[config.mk]
export PLATFORM = sky130hd
export DESIGN_NAME = tdm_line_interface_config
export DESIGN_NICKNAME = d
export VERILOG_FILES = /design/src/rtl/tdm_line_pkg.sv /design/src/rtl/channel_mode_bank.sv /design/src/rtl/tdm_line_interface_config.sv
export VERILOG_INCLUDE_DIRS = /design/src /design/src/rtl
export SDC_FILE = /design/constraint.sdc
export NUM_CORES = 1
export LEC_CHECK = 0
export BUFFER_PORTS_ARGS = -buffer_cell sky130_fd_sc_hd__buf_2
export CAP_MARGIN = 30
export CELL_PAD_IN_SITES_DETAIL_PLACEMENT = 0
export CELL_PAD_IN_SITES_GLOBAL_PLACEMENT = 1
export CORE_ASPECT_RATIO = 1.25
export CORE_MARGIN = 5
export CORE_UTILIZATION = 40
export DETAILED_ROUTE_END_ITERATION = 8
export GPL_ROUTABILITY_DRIVEN = 0
export PLACE_DENSITY = 0.87
export SYNTH_ARGS = -nofsm -noshare
export SYNTH_HDL_FRONTEND = slang
export SYNTH_HIERARCHICAL = 1
export SYNTH_SLANG_ARGS = --single-unit
[constraint.sdc]
create_clock -name clk -period 2.7 [get_ports clk]
set_input_delay 0.27 -clock clk [delete_from_list [all_inputs] [get_ports clk]]
set_output_delay 0.27 -clock clk [all_outputs]
set_load 0.02 [all_outputs]
[src/rtl/tdm_line_cfg.svh]
// register map, field positions, reset values and timing counts of the line interface
`ifndef TDM_LINE_CFG_SVH
`define TDM_LINE_CFG_SVH

`define CFG_OFFSET      16'hd0a0
`define MODE0_OFFSET    16'hd0a4
`define MODE1_OFFSET    16'hd0a8
`define MODE2_OFFSET    16'hd0ac

`define CFG_RESET       16'h0000
`define MODE_RESET      16'hffff

`define RATE_LSB        0
`define RATE_MSB        1
`define DATA_EN_BIT     2
`define CMD_EN_BIT      3
`define PHASE_BIT       4

`define CLK_KHZ         64'd100000
`define RATE0_KBPS      64'd3072
`define RATE1_KBPS      64'd6144
`define RATE2_KBPS      64'd12288
`define ACC_SCALE       64'd16777216
`define HALF_FRAME_US   250

`define RATE0_CHANNELS  5'd8
`define RATE1_CHANNELS  5'd16
`define RATE2_CHANNELS  5'd24
`define RATE0_SLOT_BITS 7'd48
`define RATE1_SLOT_BITS 7'd48
`define RATE2_SLOT_BITS 7'd64

`endif

[src/rtl/tdm_line_pkg.sv]
// types shared by the line interface configuration logic
package tdm_line_pkg;

  typedef enum logic [1:0]
  {
    RATE_3M   = 2'b00,
    RATE_6M   = 2'b01,
    RATE_12M  = 2'b10,
    RATE_RSVD = 2'b11
  } rate_type;

  typedef enum logic [1:0]
  {
    MODE_LINE_TERM_S = 2'b00,
    MODE_LINE_TERM_T = 2'b01,
    MODE_TWO_WIRE    = 2'b10,
    MODE_OFF         = 2'b11
  } mode_type;

endpackage : tdm_line_pkg
[src/rtl/channel_mode_bank.sv]
// per-channel mode registers: three words of eight two-bit mode fields
`timescale 1ns/1ps
`default_nettype none
`include "tdm_line_cfg.svh"

module channel_mode_bank
  import tdm_line_pkg::*;
(
  input  wire logic        clk,
  input  wire logic        rst,
  input  wire logic        writeEn,
  input  wire logic [1:0]  writeIdx,
  input  wire logic [15:0] writeData,
  input  wire logic [1:0]  readIdx,
  output logic      [15:0] readData,
  input  wire logic [4:0]  slotChannel,
  output mode_type         slotMode
);

  logic [15:0] mode_q [3];
  logic [15:0] mode_d [3];

  function automatic mode_type modeOf(input logic [15:0] word, input logic [2:0] idx);
    modeOf = mode_type'(word[{idx, 1'b0} +: 2]);
  endfunction : modeOf

  genvar g;
  generate
    for (g = 0; g < 3; g++)
    begin : g_word
      always_comb
      begin
        mode_d[g] = mode_q[g];
        if (writeEn && writeIdx == 2'(g))
          mode_d[g] = writeData;
      end

      always_ff @(posedge clk or posedge rst)
      begin
        if (rst)
          mode_q[g] <= `MODE_RESET;
        else
          mode_q[g] <= mode_d[g];
      end

    end
  endgenerate

  assign readData = (readIdx < 2'd3) ? mode_q[readIdx] : 16'h0000;
  assign slotMode = (slotChannel[4:3] < 2'd3) ? modeOf(mode_q[slotChannel[4:3]], slotChannel[2:0])
                                              : MODE_OFF;
endmodule : channel_mode_bank
`default_nettype wire

[src/rtl/tdm_line_interface_config.sv]
// line interface global configuration, frame phase tracking and downstream slot engine
// Function
// - rate code picks bit rate and channels
// - data line tri-stated unless enabled, from 4 kHz frame
// - command line tri-stated unless enabled, from 4 kHz frame
// - phase bit read-only, toggles every 250 us
// - phase bit 1 in first half
// - unused configuration bits read zero
// - configuration reads zero after reset
// - each channel mode individually settable
// - mode codes; disabled channel sends zeros on the data line, command bits still sent
`timescale 1ns/1ps
`default_nettype none
`include "tdm_line_cfg.svh"

module tdm_line_interface_config
  import tdm_line_pkg::*;
(
  input  wire logic        clk,
  input  wire logic        rst,
  input  wire logic        psel,
  input  wire logic        penable,
  input  wire logic        pwrite,
  input  wire logic [15:0] paddr,
  input  wire logic [31:0] pwdata,
  output logic      [31:0] prdata,
  output logic             pready,
  output logic             pslverr,
  input  wire logic        frameSync,
  input  wire logic        txBit,
  input  wire logic        cmdBit,
  output logic             bitStrobe,
  output logic      [4:0]  slotChannel,
  output logic             dataLineOut,
  output logic             dataLineOe,
  output logic             cmdLineOut,
  output logic             cmdLineOe
);

  localparam logic [23:0] INC0 = 24'((`RATE0_KBPS * `ACC_SCALE) / `CLK_KHZ);
  localparam logic [23:0] INC1 = 24'((`RATE1_KBPS * `ACC_SCALE) / `CLK_KHZ);
  localparam logic [23:0] INC2 = 24'((`RATE2_KBPS * `ACC_SCALE) / `CLK_KHZ);

  function automatic logic [2:0] decode(input logic [15:0] addr);
    case (addr)
      `CFG_OFFSET:   decode = 3'b100;
      `MODE0_OFFSET: decode = 3'b000;
      `MODE1_OFFSET: decode = 3'b001;
      `MODE2_OFFSET: decode = 3'b010;
      default:       decode = 3'b011;
    endcase
  endfunction : decode

  // apb slave
  logic [2:0]  selDec;
  logic        hit;
  logic        setup;
  logic        wrAccess;
  logic [15:0] modeRead;
  logic [31:0] prdata_q;
  logic [31:0] prdata_d;

  assign selDec   = decode(paddr);
  assign hit      = selDec != 3'b011;
  assign setup    = psel && !penable;
  assign wrAccess = psel && penable && pwrite && hit;
  assign pready   = 1'b1;
  assign pslverr  = psel && penable && !hit;
  assign prdata   = prdata_q;

  // configuration register
  rate_type rate_q;
  rate_type rate_d;
  logic     dataEnReq_q;
  logic     dataEnReq_d;
  logic     cmdEnReq_q;
  logic     cmdEnReq_d;
  logic     phase_q;

  always_comb
  begin
    rate_d      = rate_q;
    dataEnReq_d = dataEnReq_q;
    cmdEnReq_d  = cmdEnReq_q;
    if (wrAccess && selDec == 3'b100)
    begin
      // phase bit is not writable
      rate_d      = rate_type'(pwdata[`RATE_MSB:`RATE_LSB]);
      dataEnReq_d = pwdata[`DATA_EN_BIT];
      cmdEnReq_d  = pwdata[`CMD_EN_BIT];
    end
  end

  always_comb
  begin
    prdata_d = prdata_q;
    if (setup)
    begin
      prdata_d = 32'h0000_0000;
      if (selDec == 3'b100)
      begin
        prdata_d[`RATE_MSB:`RATE_LSB] = rate_q;
        prdata_d[`DATA_EN_BIT]        = dataEnReq_q;
        prdata_d[`CMD_EN_BIT]         = cmdEnReq_q;
        prdata_d[`PHASE_BIT]          = phase_q;
      end
      else if (hit)
        prdata_d[15:0] = modeRead;
    end
  end

  always_ff @(posedge clk or posedge rst)
  begin
    if (rst)
    begin
      rate_q      <= RATE_3M;
      dataEnReq_q <= 1'b0;
      cmdEnReq_q  <= 1'b0;
      prdata_q    <= 32'h0000_0000;
    end
    else
    begin
      rate_q      <= rate_d;
      dataEnReq_q <= dataEnReq_d;
      cmdEnReq_q  <= cmdEnReq_d;
      prdata_q    <= prdata_d;
    end
  end

  // frame sync from the pin, then phase and line enables
  logic fsMeta_q;
  logic fsSync_q;
  logic fsPrev_q;
  logic frameStart;
  logic quarterStart;
  logic phase_d;
  logic dataEn_q;
  logic dataEn_d;
  logic command_line_enable_q;
  logic command_line_enable_d;

  assign frameStart   = fsSync_q && !fsPrev_q;
  assign quarterStart = frameStart && !phase_q;

  always_comb
  begin
    phase_d  = frameStart ? !phase_q : phase_q;
    // switching off waits for no frame boundary; the line stops driving one cycle after the enable bit clears
    dataEn_d = dataEnReq_q && (dataEn_q || quarterStart);
    command_line_enable_d  = cmdEnReq_q && (command_line_enable_q || quarterStart);
  end

  always_ff @(posedge clk or posedge rst)
  begin
    if (rst)
    begin
      fsMeta_q <= 1'b0;
      fsSync_q <= 1'b0;
      fsPrev_q <= 1'b0;
      phase_q  <= 1'b0;
      dataEn_q <= 1'b0;
      command_line_enable_q  <= 1'b0;
    end
    else
    begin
      fsMeta_q <= frameSync;
      fsSync_q <= fsMeta_q;
      fsPrev_q <= fsSync_q;
      phase_q  <= phase_d;
      dataEn_q <= dataEn_d;
      command_line_enable_q  <= command_line_enable_d;
    end
  end

  assign dataLineOe = dataEn_q;
  assign cmdLineOe  = command_line_enable_q;

  // slot engine: fractional divider makes the bit-rate enable
  logic [23:0] inc;
  logic [4:0]  numChannels;
  logic [6:0]  slotBits;
  logic [23:0] acc_q;
  logic [23:0] acc_d;
  logic [5:0]  bitCnt_q;
  logic [5:0]  bitCnt_d;
  logic [4:0]  chan_q;
  logic [4:0]  chan_d;
  logic        active_q;
  logic        active_d;
  logic        bitTick;
  logic        strobe_q;
  logic        dataOut_q;
  logic        dataOut_d;
  logic        cmdOut_q;
  logic        cmdOut_d;
  mode_type    slotMode;

  always_comb
  begin
    case (rate_q)
      RATE_3M:
      begin
        inc = INC0; numChannels = `RATE0_CHANNELS; slotBits = `RATE0_SLOT_BITS;
      end
      RATE_6M:
      begin
        inc = INC1; numChannels = `RATE1_CHANNELS; slotBits = `RATE1_SLOT_BITS;
      end
      RATE_12M:
      begin
        inc = INC2; numChannels = `RATE2_CHANNELS; slotBits = `RATE2_SLOT_BITS;
      end
      default:
      begin
        inc = 24'h000000; numChannels = 5'h00; slotBits = 7'h00;
      end
    endcase
  end

  always_comb
  begin
    logic [24:0] sum;
    sum       = {1'b0, acc_q} + {1'b0, inc};
    bitTick   = sum[24] && active_q && rate_q != RATE_RSVD;
    acc_d     = sum[23:0];
    bitCnt_d  = bitCnt_q;
    chan_d    = chan_q;
    active_d  = active_q;
    dataOut_d = dataOut_q;
    cmdOut_d  = cmdOut_q;
    if (bitTick)
    begin
      dataOut_d = (slotMode == MODE_OFF) ? 1'b0 : txBit;
      cmdOut_d  = cmdBit;
      // slot length of 64 needs a seventh bit in the compare
      if ({1'b0, bitCnt_q} == slotBits - 7'd1)
      begin
        bitCnt_d = 6'h00;
        if (chan_q == numChannels - 5'd1)
          active_d = 1'b0;
        else
          chan_d = chan_q + 5'd1;
      end
      else
        bitCnt_d = bitCnt_q + 6'd1;
    end
    if (frameStart)
    begin
      acc_d    = 24'h000000;
      bitCnt_d = 6'h00;
      chan_d   = 5'h00;
      active_d = 1'b1;
    end
  end

  always_ff @(posedge clk or posedge rst)
  begin
    if (rst)
    begin
      acc_q     <= 24'h000000;
      bitCnt_q  <= 6'h00;
      chan_q    <= 5'h00;
      active_q  <= 1'b0;
      strobe_q  <= 1'b0;
      dataOut_q <= 1'b0;
      cmdOut_q  <= 1'b0;
    end
    else
    begin
      acc_q     <= acc_d;
      bitCnt_q  <= bitCnt_d;
      chan_q    <= chan_d;
      active_q  <= active_d;
      strobe_q  <= bitTick;
      dataOut_q <= dataOut_d;
      cmdOut_q  <= cmdOut_d;
    end
  end

  assign bitStrobe   = strobe_q;
  assign slotChannel = chan_q;
  assign dataLineOut = dataOut_q;
  assign cmdLineOut  = cmdOut_q;

  channel_mode_bank u_modes
  (
    .clk         (clk),
    .rst         (rst),
    .writeEn     (wrAccess && !selDec[2]),
    .writeIdx    (selDec[1:0]),
    .writeData   (pwdata[15:0]),
    .readIdx     (selDec[1:0]),
    .readData    (modeRead),
    .slotChannel (chan_q),
    .slotMode    (slotMode)
  );
endmodule : tdm_line_interface_config
`default_nettype wire

# == Word-level counts from Yosys, hierarchy flattened ==
# Cells that the tools add are included.
# W data, S select, Z words.
# word_totals
latchBits,0
ram_bits,0
mem_bits_ro,0
inputBits,56
regBits,113
out_inout_bits,44
word_cells,106
n_memories,0
# classes
div_mod_pow,0
n_lt_le_gt_ge,4
n_shift,1
reduce_logical,31
n_bitwise,2
eq_ne,15
n_addsub,5
mul,0
muxes,28
# op_table
op,n
$mux W16,6
$bmux W16 S2,2
$eq A16 B16 Y1 const B,4
$pmux W21 S3,1
$add A24 B24 Y25,1
$mux W5,5
$mux W24,1
$mux W6,3
$logic_and A1 B1 Y1,16
$shiftx A16 B5 Y2,1
$pmux W5 S3,1
$pmux W7 S2,1
$pmux W3 S4,1
$mux W11,1
$eq A6 B7 Y1,1
$sub A7 B1 Y7 const B,1
$add A6 B1 Y6 const B,1
$eq A2 B2 Y1 const B,3
$ge A3 B3 Y1 const B,2
$not A2 Y3,2
$reduce_and A3 Y1,2
$reduce_bool A2 Y1,3
$add A5 B1 Y5 const B,1
$eq A5 B5 Y1,1
12 further kinds,25

# == Longest topological paths before layout ==
# logic_depth
depth_word,9
mapped_depth,11

# == Modules after synthesis ==
# Netlist, hierarchy kept.
# by_module_without_submodules
mod,cells_each,area_each_um2,n_inst,seq_area_each_um2
tdm_line_interface_config,419,4042.6,1,1576.5
channel_mode_bank,215,2628.8,1,1261.2

# == Worst setup path before layout ==
# Ideal clock, no wire load.
# synth_timing
path_type,register to register
startpoint,register rate_q[1]
endpoint,"register cmdOut_q, in the netlist cmdLineOut"
stages_incl_launch_ff,11
t_arrival_ns,2.599
slack_ns,-0.024
n_path_buf,0
setup_ns,0.125
path_cell_list,dfrtp_1 > inv_1 > ha_1 > ha_1 > fa_1 > a21oi_1 > o21ai_0 > a21o_1 > a211oi_2 > o22ai_2 > mux2_2
# synth_via
elab_chain_len,5
word_cells_on_any_way,8
cone_classes,add/sub (1); eq/ne (3); mux (1); reduce/logical (3)
# synth_rtl
item,line_no,text
start: declaration,tdm_line_interface_config.sv:72,rate_type rate_q;
start signal: assignment,tdm_line_interface_config.sv:123,rate_q <= rate_d;
$eq A2 B2 Y1 (tied with other cells),tdm_line_interface_config.sv:200,case (rate_q)
$pmux W21 S3,tdm_line_interface_config.sv:200,
$add A24 B24 Y25,tdm_line_interface_config.sv:223,"sum = {1'b0, acc_q} + {1'b0, inc};"
$logic_and A1 B1 Y1,tdm_line_interface_config.sv:224,bitTick = sum[24] && active_q && rate_q != RATE_RSVD;
$logic_and A1 B1 Y1 *,tdm_line_interface_config.sv:224,
net bitTick,tdm_line_interface_config.sv:190,logic bitTick;
end signal: assignment,tdm_line_interface_config.sv:276,cmdOut_q <= cmdOut_d;
end: declaration,tdm_line_interface_config.sv:194,logic cmdOut_q;
# The timed path passes the listed nets; every way through them passes the cells marked *.
# A chain may end at the register's enable or synchronous reset.

# == Final worst setup path ==
# layout_timing
startpoint,register rate_q[0]
endpoint,register acc_q[23]
# layout_via
elab_chain_len,4
word_cells_on_any_way,6
cone_classes,add/sub (1); eq/ne (2); mux (2); reduce/logical (1)
# layout_rtl
item,line_no,text
$eq A2 B2 Y1 (tied with other cells),tdm_line_interface_config.sv:200,
$pmux W21 S3 *,tdm_line_interface_config.sv:200,
$add A24 B24 Y25 *,tdm_line_interface_config.sv:223,
$mux W24 *,tdm_line_interface_config.sv:247,if (frameStart)
net acc_d[23],tdm_line_interface_config.sv:183,logic [23:0] acc_d;
end signal: assignment,tdm_line_interface_config.sv:260,acc_q <= 24'h000000;
end signal: assignment,tdm_line_interface_config.sv:270,acc_q <= acc_d;
end: declaration,tdm_line_interface_config.sv:182,logic [23:0] acc_q;
# Marks and branches as above.

==> implementation parameters <==
Parameter                              Value

CTS
  Clock-pin slew on the worst setup and hold paths ... about 0.080 ns
  Num CTS Buffers ... 9
  Latest clock arrival within the worst-skew pair ... 0.35 ns
  Hold bufs inserted after CTS ... 0
  Level count of the clock H-tree ... 3
  CTS tree ... built
  Clk root buf ... sky130_fd_sc_hd__clkbuf_16
  Clock sink count ... ~110
  Maximum count of clock buffers along a single path ... 2

Critical path
  Critical R2R Launch ... rate_q[0]$_DFFE_PP0P_
  Critical Path Start Type ... flop
  Crit Path Max Fanout ... 4
  Endpoint required time on the critical path ... 2.94 ns
  Reg-to-reg setup timing slack ... roughly 0.061 ns
  Worst setup path start ... rate_q[0]$_DFFE_PP0P_
  Setup Crit Path Kind ... reg2reg
  Critical path data arrival time ... 2.87 ns
  Type of element capturing the critical path ... flop

Logic synthesis
  Share of the synthesized area in the top cell type ... 23.63%
  Portion of netlist area occupied by mux cells ... 15.19%
  Number of instances in the synthesized netlist ... around 630
  Cell type contributing the most total cell area after synthesis ... sky130_fd_sc_hd__dfrtp_1
  Async set-reset flop share out of synthesis ... 100.0%
  Largest cells by area after synthesis ... sky130_fd_sc_hd__dfrtp_1, sky130_fd_sc_hd__dfstp_2, sky130_fd_sc_hd__mux2_2, sky130_fd_sc_hd__mux2i_1, sky130_fd_sc_hd__ha_1
  Synth Area in XOR/XNOR ... 2.382%
  Largest family of logic cells by synthesized area ... compound AO/OA/AOI/OAI gates
  Leading cell type by number of instances after synthesis ... sky130_fd_sc_hd__nand2_1
  Top cells by instance count after synthesis ... sky130_fd_sc_hd__nand2_1, sky130_fd_sc_hd__dfrtp_1, sky130_fd_sc_hd__mux2_2
  Mapped Avg Cell Area ... approximately 11 sq um
  Number of synthesized flops with an enable pin ... 0
  Mapped Area ... 6671 sq um
  Post-synthesis share of cell area spent on and, or, nand and nor gates ... 13.24%
  Syn. warnings ... 6
  #FFs+latches synth ... 111
  Adder-Cell Fraction of Synth Area ... 4.782%
  Synth Area in Compound Gates ... 16.45%
  Share of synthesized area occupied by flip-flops and latches ... between 40% and 50%
  Number of unique standard cell types used by synthesis ... just under 80
  Primary flip-flop cell chosen by synthesis mapping ... sky130_fd_sc_hd__dfrtp_1

Pwr
  Combinational power share ... 4.7%
  Cell Int Power ... ~0.0024 W
  Max IR drop VDD ... 0.3013 mV
  Relative contribution of sequential cells to total power ... ~52%
  Clock power share ... between 40% and 50%
  Switch Pwr ... 0.0008058 W
  Sw frac ... 24.89%
  P per Cell Area ... between 300 and 400 nW/um^2
  LEAKAGE ... about 3.8 nW

STA
  Final cycle utilization of the critical path ... a little over nine tenths
  Crit path time final ... 2.639 ns
  Unrepaired setup endpoints after global routing ... yes
  Fmax ... around 380 MHz
  Setup_tns ... 0 ns
  Max-slew violation count ... 0
  Slew at the pin closest to its max-slew limit ... a little over 0.9 ns
  Final Hold Slack ... -0.005514 ns
  Hold Fails Final Rpt ... 7
  Tightest slew margin relative to the limit ... between 30% and 40%
  Post-Route Skew ... about 0.012 ns
  Setup-violating endpoint count in the final report ... 0

Detailed routing
  DRC violations left ... 0
  Number of iterations in the first detailed-routing pass ... 5
  Post-route ant nets ... 0
  Routed len/inst ... 17.75 um
  Detailed-route via count ... 5,300
  DR vias/cell ... approximately 5.5
  DRT Wirelength ... 17,240 um
  First DRT Iteration DRCs ... 313

Final layout
  Area of the multi-input gates ... 3784 sq um
  Fillers ... around 1,500
  Post-layout nets ... 830
  Total inserted antenna cells ... 0
  Area Overhead vs Synth ... 22.34%
  Fraction of layout cells with a size suffix above 1 ... between 40 and 50%
  Register area ... 2838 sq um

GRT
  Total track usage ... 17.40%
  First-pass GRT wire length ... 27,680 um
  Remaining global-route overflow ... 0
  Largest net degree at the start of global routing ... 64
  Number of antenna violations at the first check in global routing ... 0
  Via count of the first global-routing pass ... roughly 5,300

Status
  Violations in the final reports ... negative hold slack
  Result of the run ... complete, but fails checks

Die
  Number of I/O pins ... 100
  Cell row count ... 52
  Die extent in y ... 154.4 um
  Initial cell density of the core ... 41.02%
  Floorplan core area ... 16,270 sq um
  Die outline width ... about 130 um
  Total Die Area ... 19,380 sq um

Place
  Post-DP HPWL ... 12,220 um
  Number of buffers added on ports ... between 60 and 70

Min path
  Hold/Removal Path Class ... in2async

Run
  Max_cap viols ... 0
-- power groups by stage --
stage	Combinational, W	Sequential, W	Clock [W]
after global routing	0.000170	0.00168	0.00150
after detailed placement	0.000155	0.00171	0
after floorplan	0.000102	0.00171	0
final	0.000152	0.00168	0.00140
after CTS	0.000155	0.00168	0.00142
after global placement	0.000151	0.00171	0
-- repair_timing --
item / 4_1_cts / 5_1_grt
cloned: 1 / 0
resized for setup: 18 / 36
endpoints found under the setup margin: 22 / 23
setup buffers: 4 / 9
pin swaps: 8 / 16
-- final timing paths --
check / to / cells past startpoint
setup / recovery: acc_q[23]$_DFF_PP0_ / 9
hold / removal: bitStrobe$_DFF_PP0_ / 3
setup reg to reg: acc_q[23]$_DFF_PP0_ / 9
hold reg to reg: fsSync_q$_DFF_PP0_ / 0
max in group asynchronous: u_modes/mode_q[32]$_DFFE_PP1P_ / 3
min in group clk: fsMeta_q$_DFF_PP0_ / 1
-- state kept, by name (all words and copies together), names as in the netlist, 2 cells and up --
signal and cells:
prdata 16, acc_q 22, u_modes/mode_q 48, slotChannel 5, rate_q 2, bitCnt_q 6
-- per-layer routing --
| metal | wire length (um) | GRT usage (%) |
|---|---|---|
| met1 | 7161 | 21.98 |
| met2 | 9182 | 31.44 |
| met3 | 618 | 2.449 |
| met4 | 278 | 4.081 |
| met5 | 0 | 0 |
-- per-stage QoR --
| step | utilization [%] | power (W) | worst slack, ns | instances | instance area, sq um |
|---|---|---|---|---|---|
| final | 50.18 | 0.003237 | 0.06143 | 971 | 8162 |
| after global routing | 50.18 | 0.003357 | -0.04315 | 971 | 8162 |
| after CTS | 48.67 | 0.003263 | -0.01811 | 962 | 7916 |
| after detailed placement | 45.98 | 0.001868 | -0.1356 | 941 | 7480 |
| after global placement | 45.98 | 0.001864 | -0.03504 | 941 | 7480 |
| after floorplan | - | 0.001813 | 0.006937 | 649 | 6728 |
-- worst max-delay path, cell delays in order, from the launching register on --
cell,delay (ns)
sky130_fd_sc_hd__dfrtp_1,0.41
sky130_fd_sc_hd__buf_6,0.14
sky130_fd_sc_hd__ha_4,0.18
sky130_fd_sc_hd__ha_4,0.28
sky130_fd_sc_hd__nor2_1,0.05
sky130_fd_sc_hd__maj3_2,0.32
sky130_fd_sc_hd__a2111o_1,0.52
sky130_fd_sc_hd__a211oi_4,0.33
sky130_fd_sc_hd__o211ai_1,0.15
sky130_fd_sc_hd__mux2i_1,0.13
-- area by class of cell --
| class | count | share of cell area (%) |
|---|---|---|
| Clock inverter | 6 | 0.8278 |
| Multi-Input combinational cell | 475 | 46.36 |
| Sequential cell | 111 | 34.77 |
| Inverter | 18 | 0.8278 |
| Timing Repair Buffer | 135 | 10.84 |
| Tap cell | 216 | 3.311 |
| Clock buffer | 10 | 3.066 |
-- cells in the final DEF, fill, tap and decap left out, types with 4 or more instances in the layout --
master,count
sky130_fd_sc_hd__o22ai_1,6
sky130_fd_sc_hd__a21o_1,10
sky130_fd_sc_hd__clkbuf_16,10
sky130_fd_sc_hd__mux2_2,51
sky130_fd_sc_hd__o31ai_1,6
sky130_fd_sc_hd__a21oi_1,21
sky130_fd_sc_hd__nand2_1,63
sky130_fd_sc_hd__ha_1,13
sky130_fd_sc_hd__mux2i_1,33
sky130_fd_sc_hd__nand2b_1,15
sky130_fd_sc_hd__o211ai_1,8
sky130_fd_sc_hd__inv_2,6
sky130_fd_sc_hd__and3_1,7
sky130_fd_sc_hd__a22o_1,12
sky130_fd_sc_hd__nand3_1,18
sky130_fd_sc_hd__o21ai_1,8
sky130_fd_sc_hd__nor2_1,26
sky130_fd_sc_hd__o21a_1,4
sky130_fd_sc_hd__conb_1,17
sky130_fd_sc_hd__ha_4,8
sky130_fd_sc_hd__xnor2_1,11
sky130_fd_sc_hd__inv_1,11
sky130_fd_sc_hd__dfstp_2,48
sky130_fd_sc_hd__buf_2,66
sky130_fd_sc_hd__dfrtp_1,63
sky130_fd_sc_hd__o221ai_1,9
sky130_fd_sc_hd__nor2b_1,4
sky130_fd_sc_hd__xor2_1,4
sky130_fd_sc_hd__buf_4,64
sky130_fd_sc_hd__nand4_1,5
sky130_fd_sc_hd__o21ai_0,29
sky130_fd_sc_hd__nor3_1,8
-- cell families after synthesis --
family	Yosys count
compound gates	154
xor+xnor	16
fa+ha+maj	25
buf+inv	63
flops	111
mux	89
other cells	2
simple gates	174
Power figures use the tool's default switching activity.
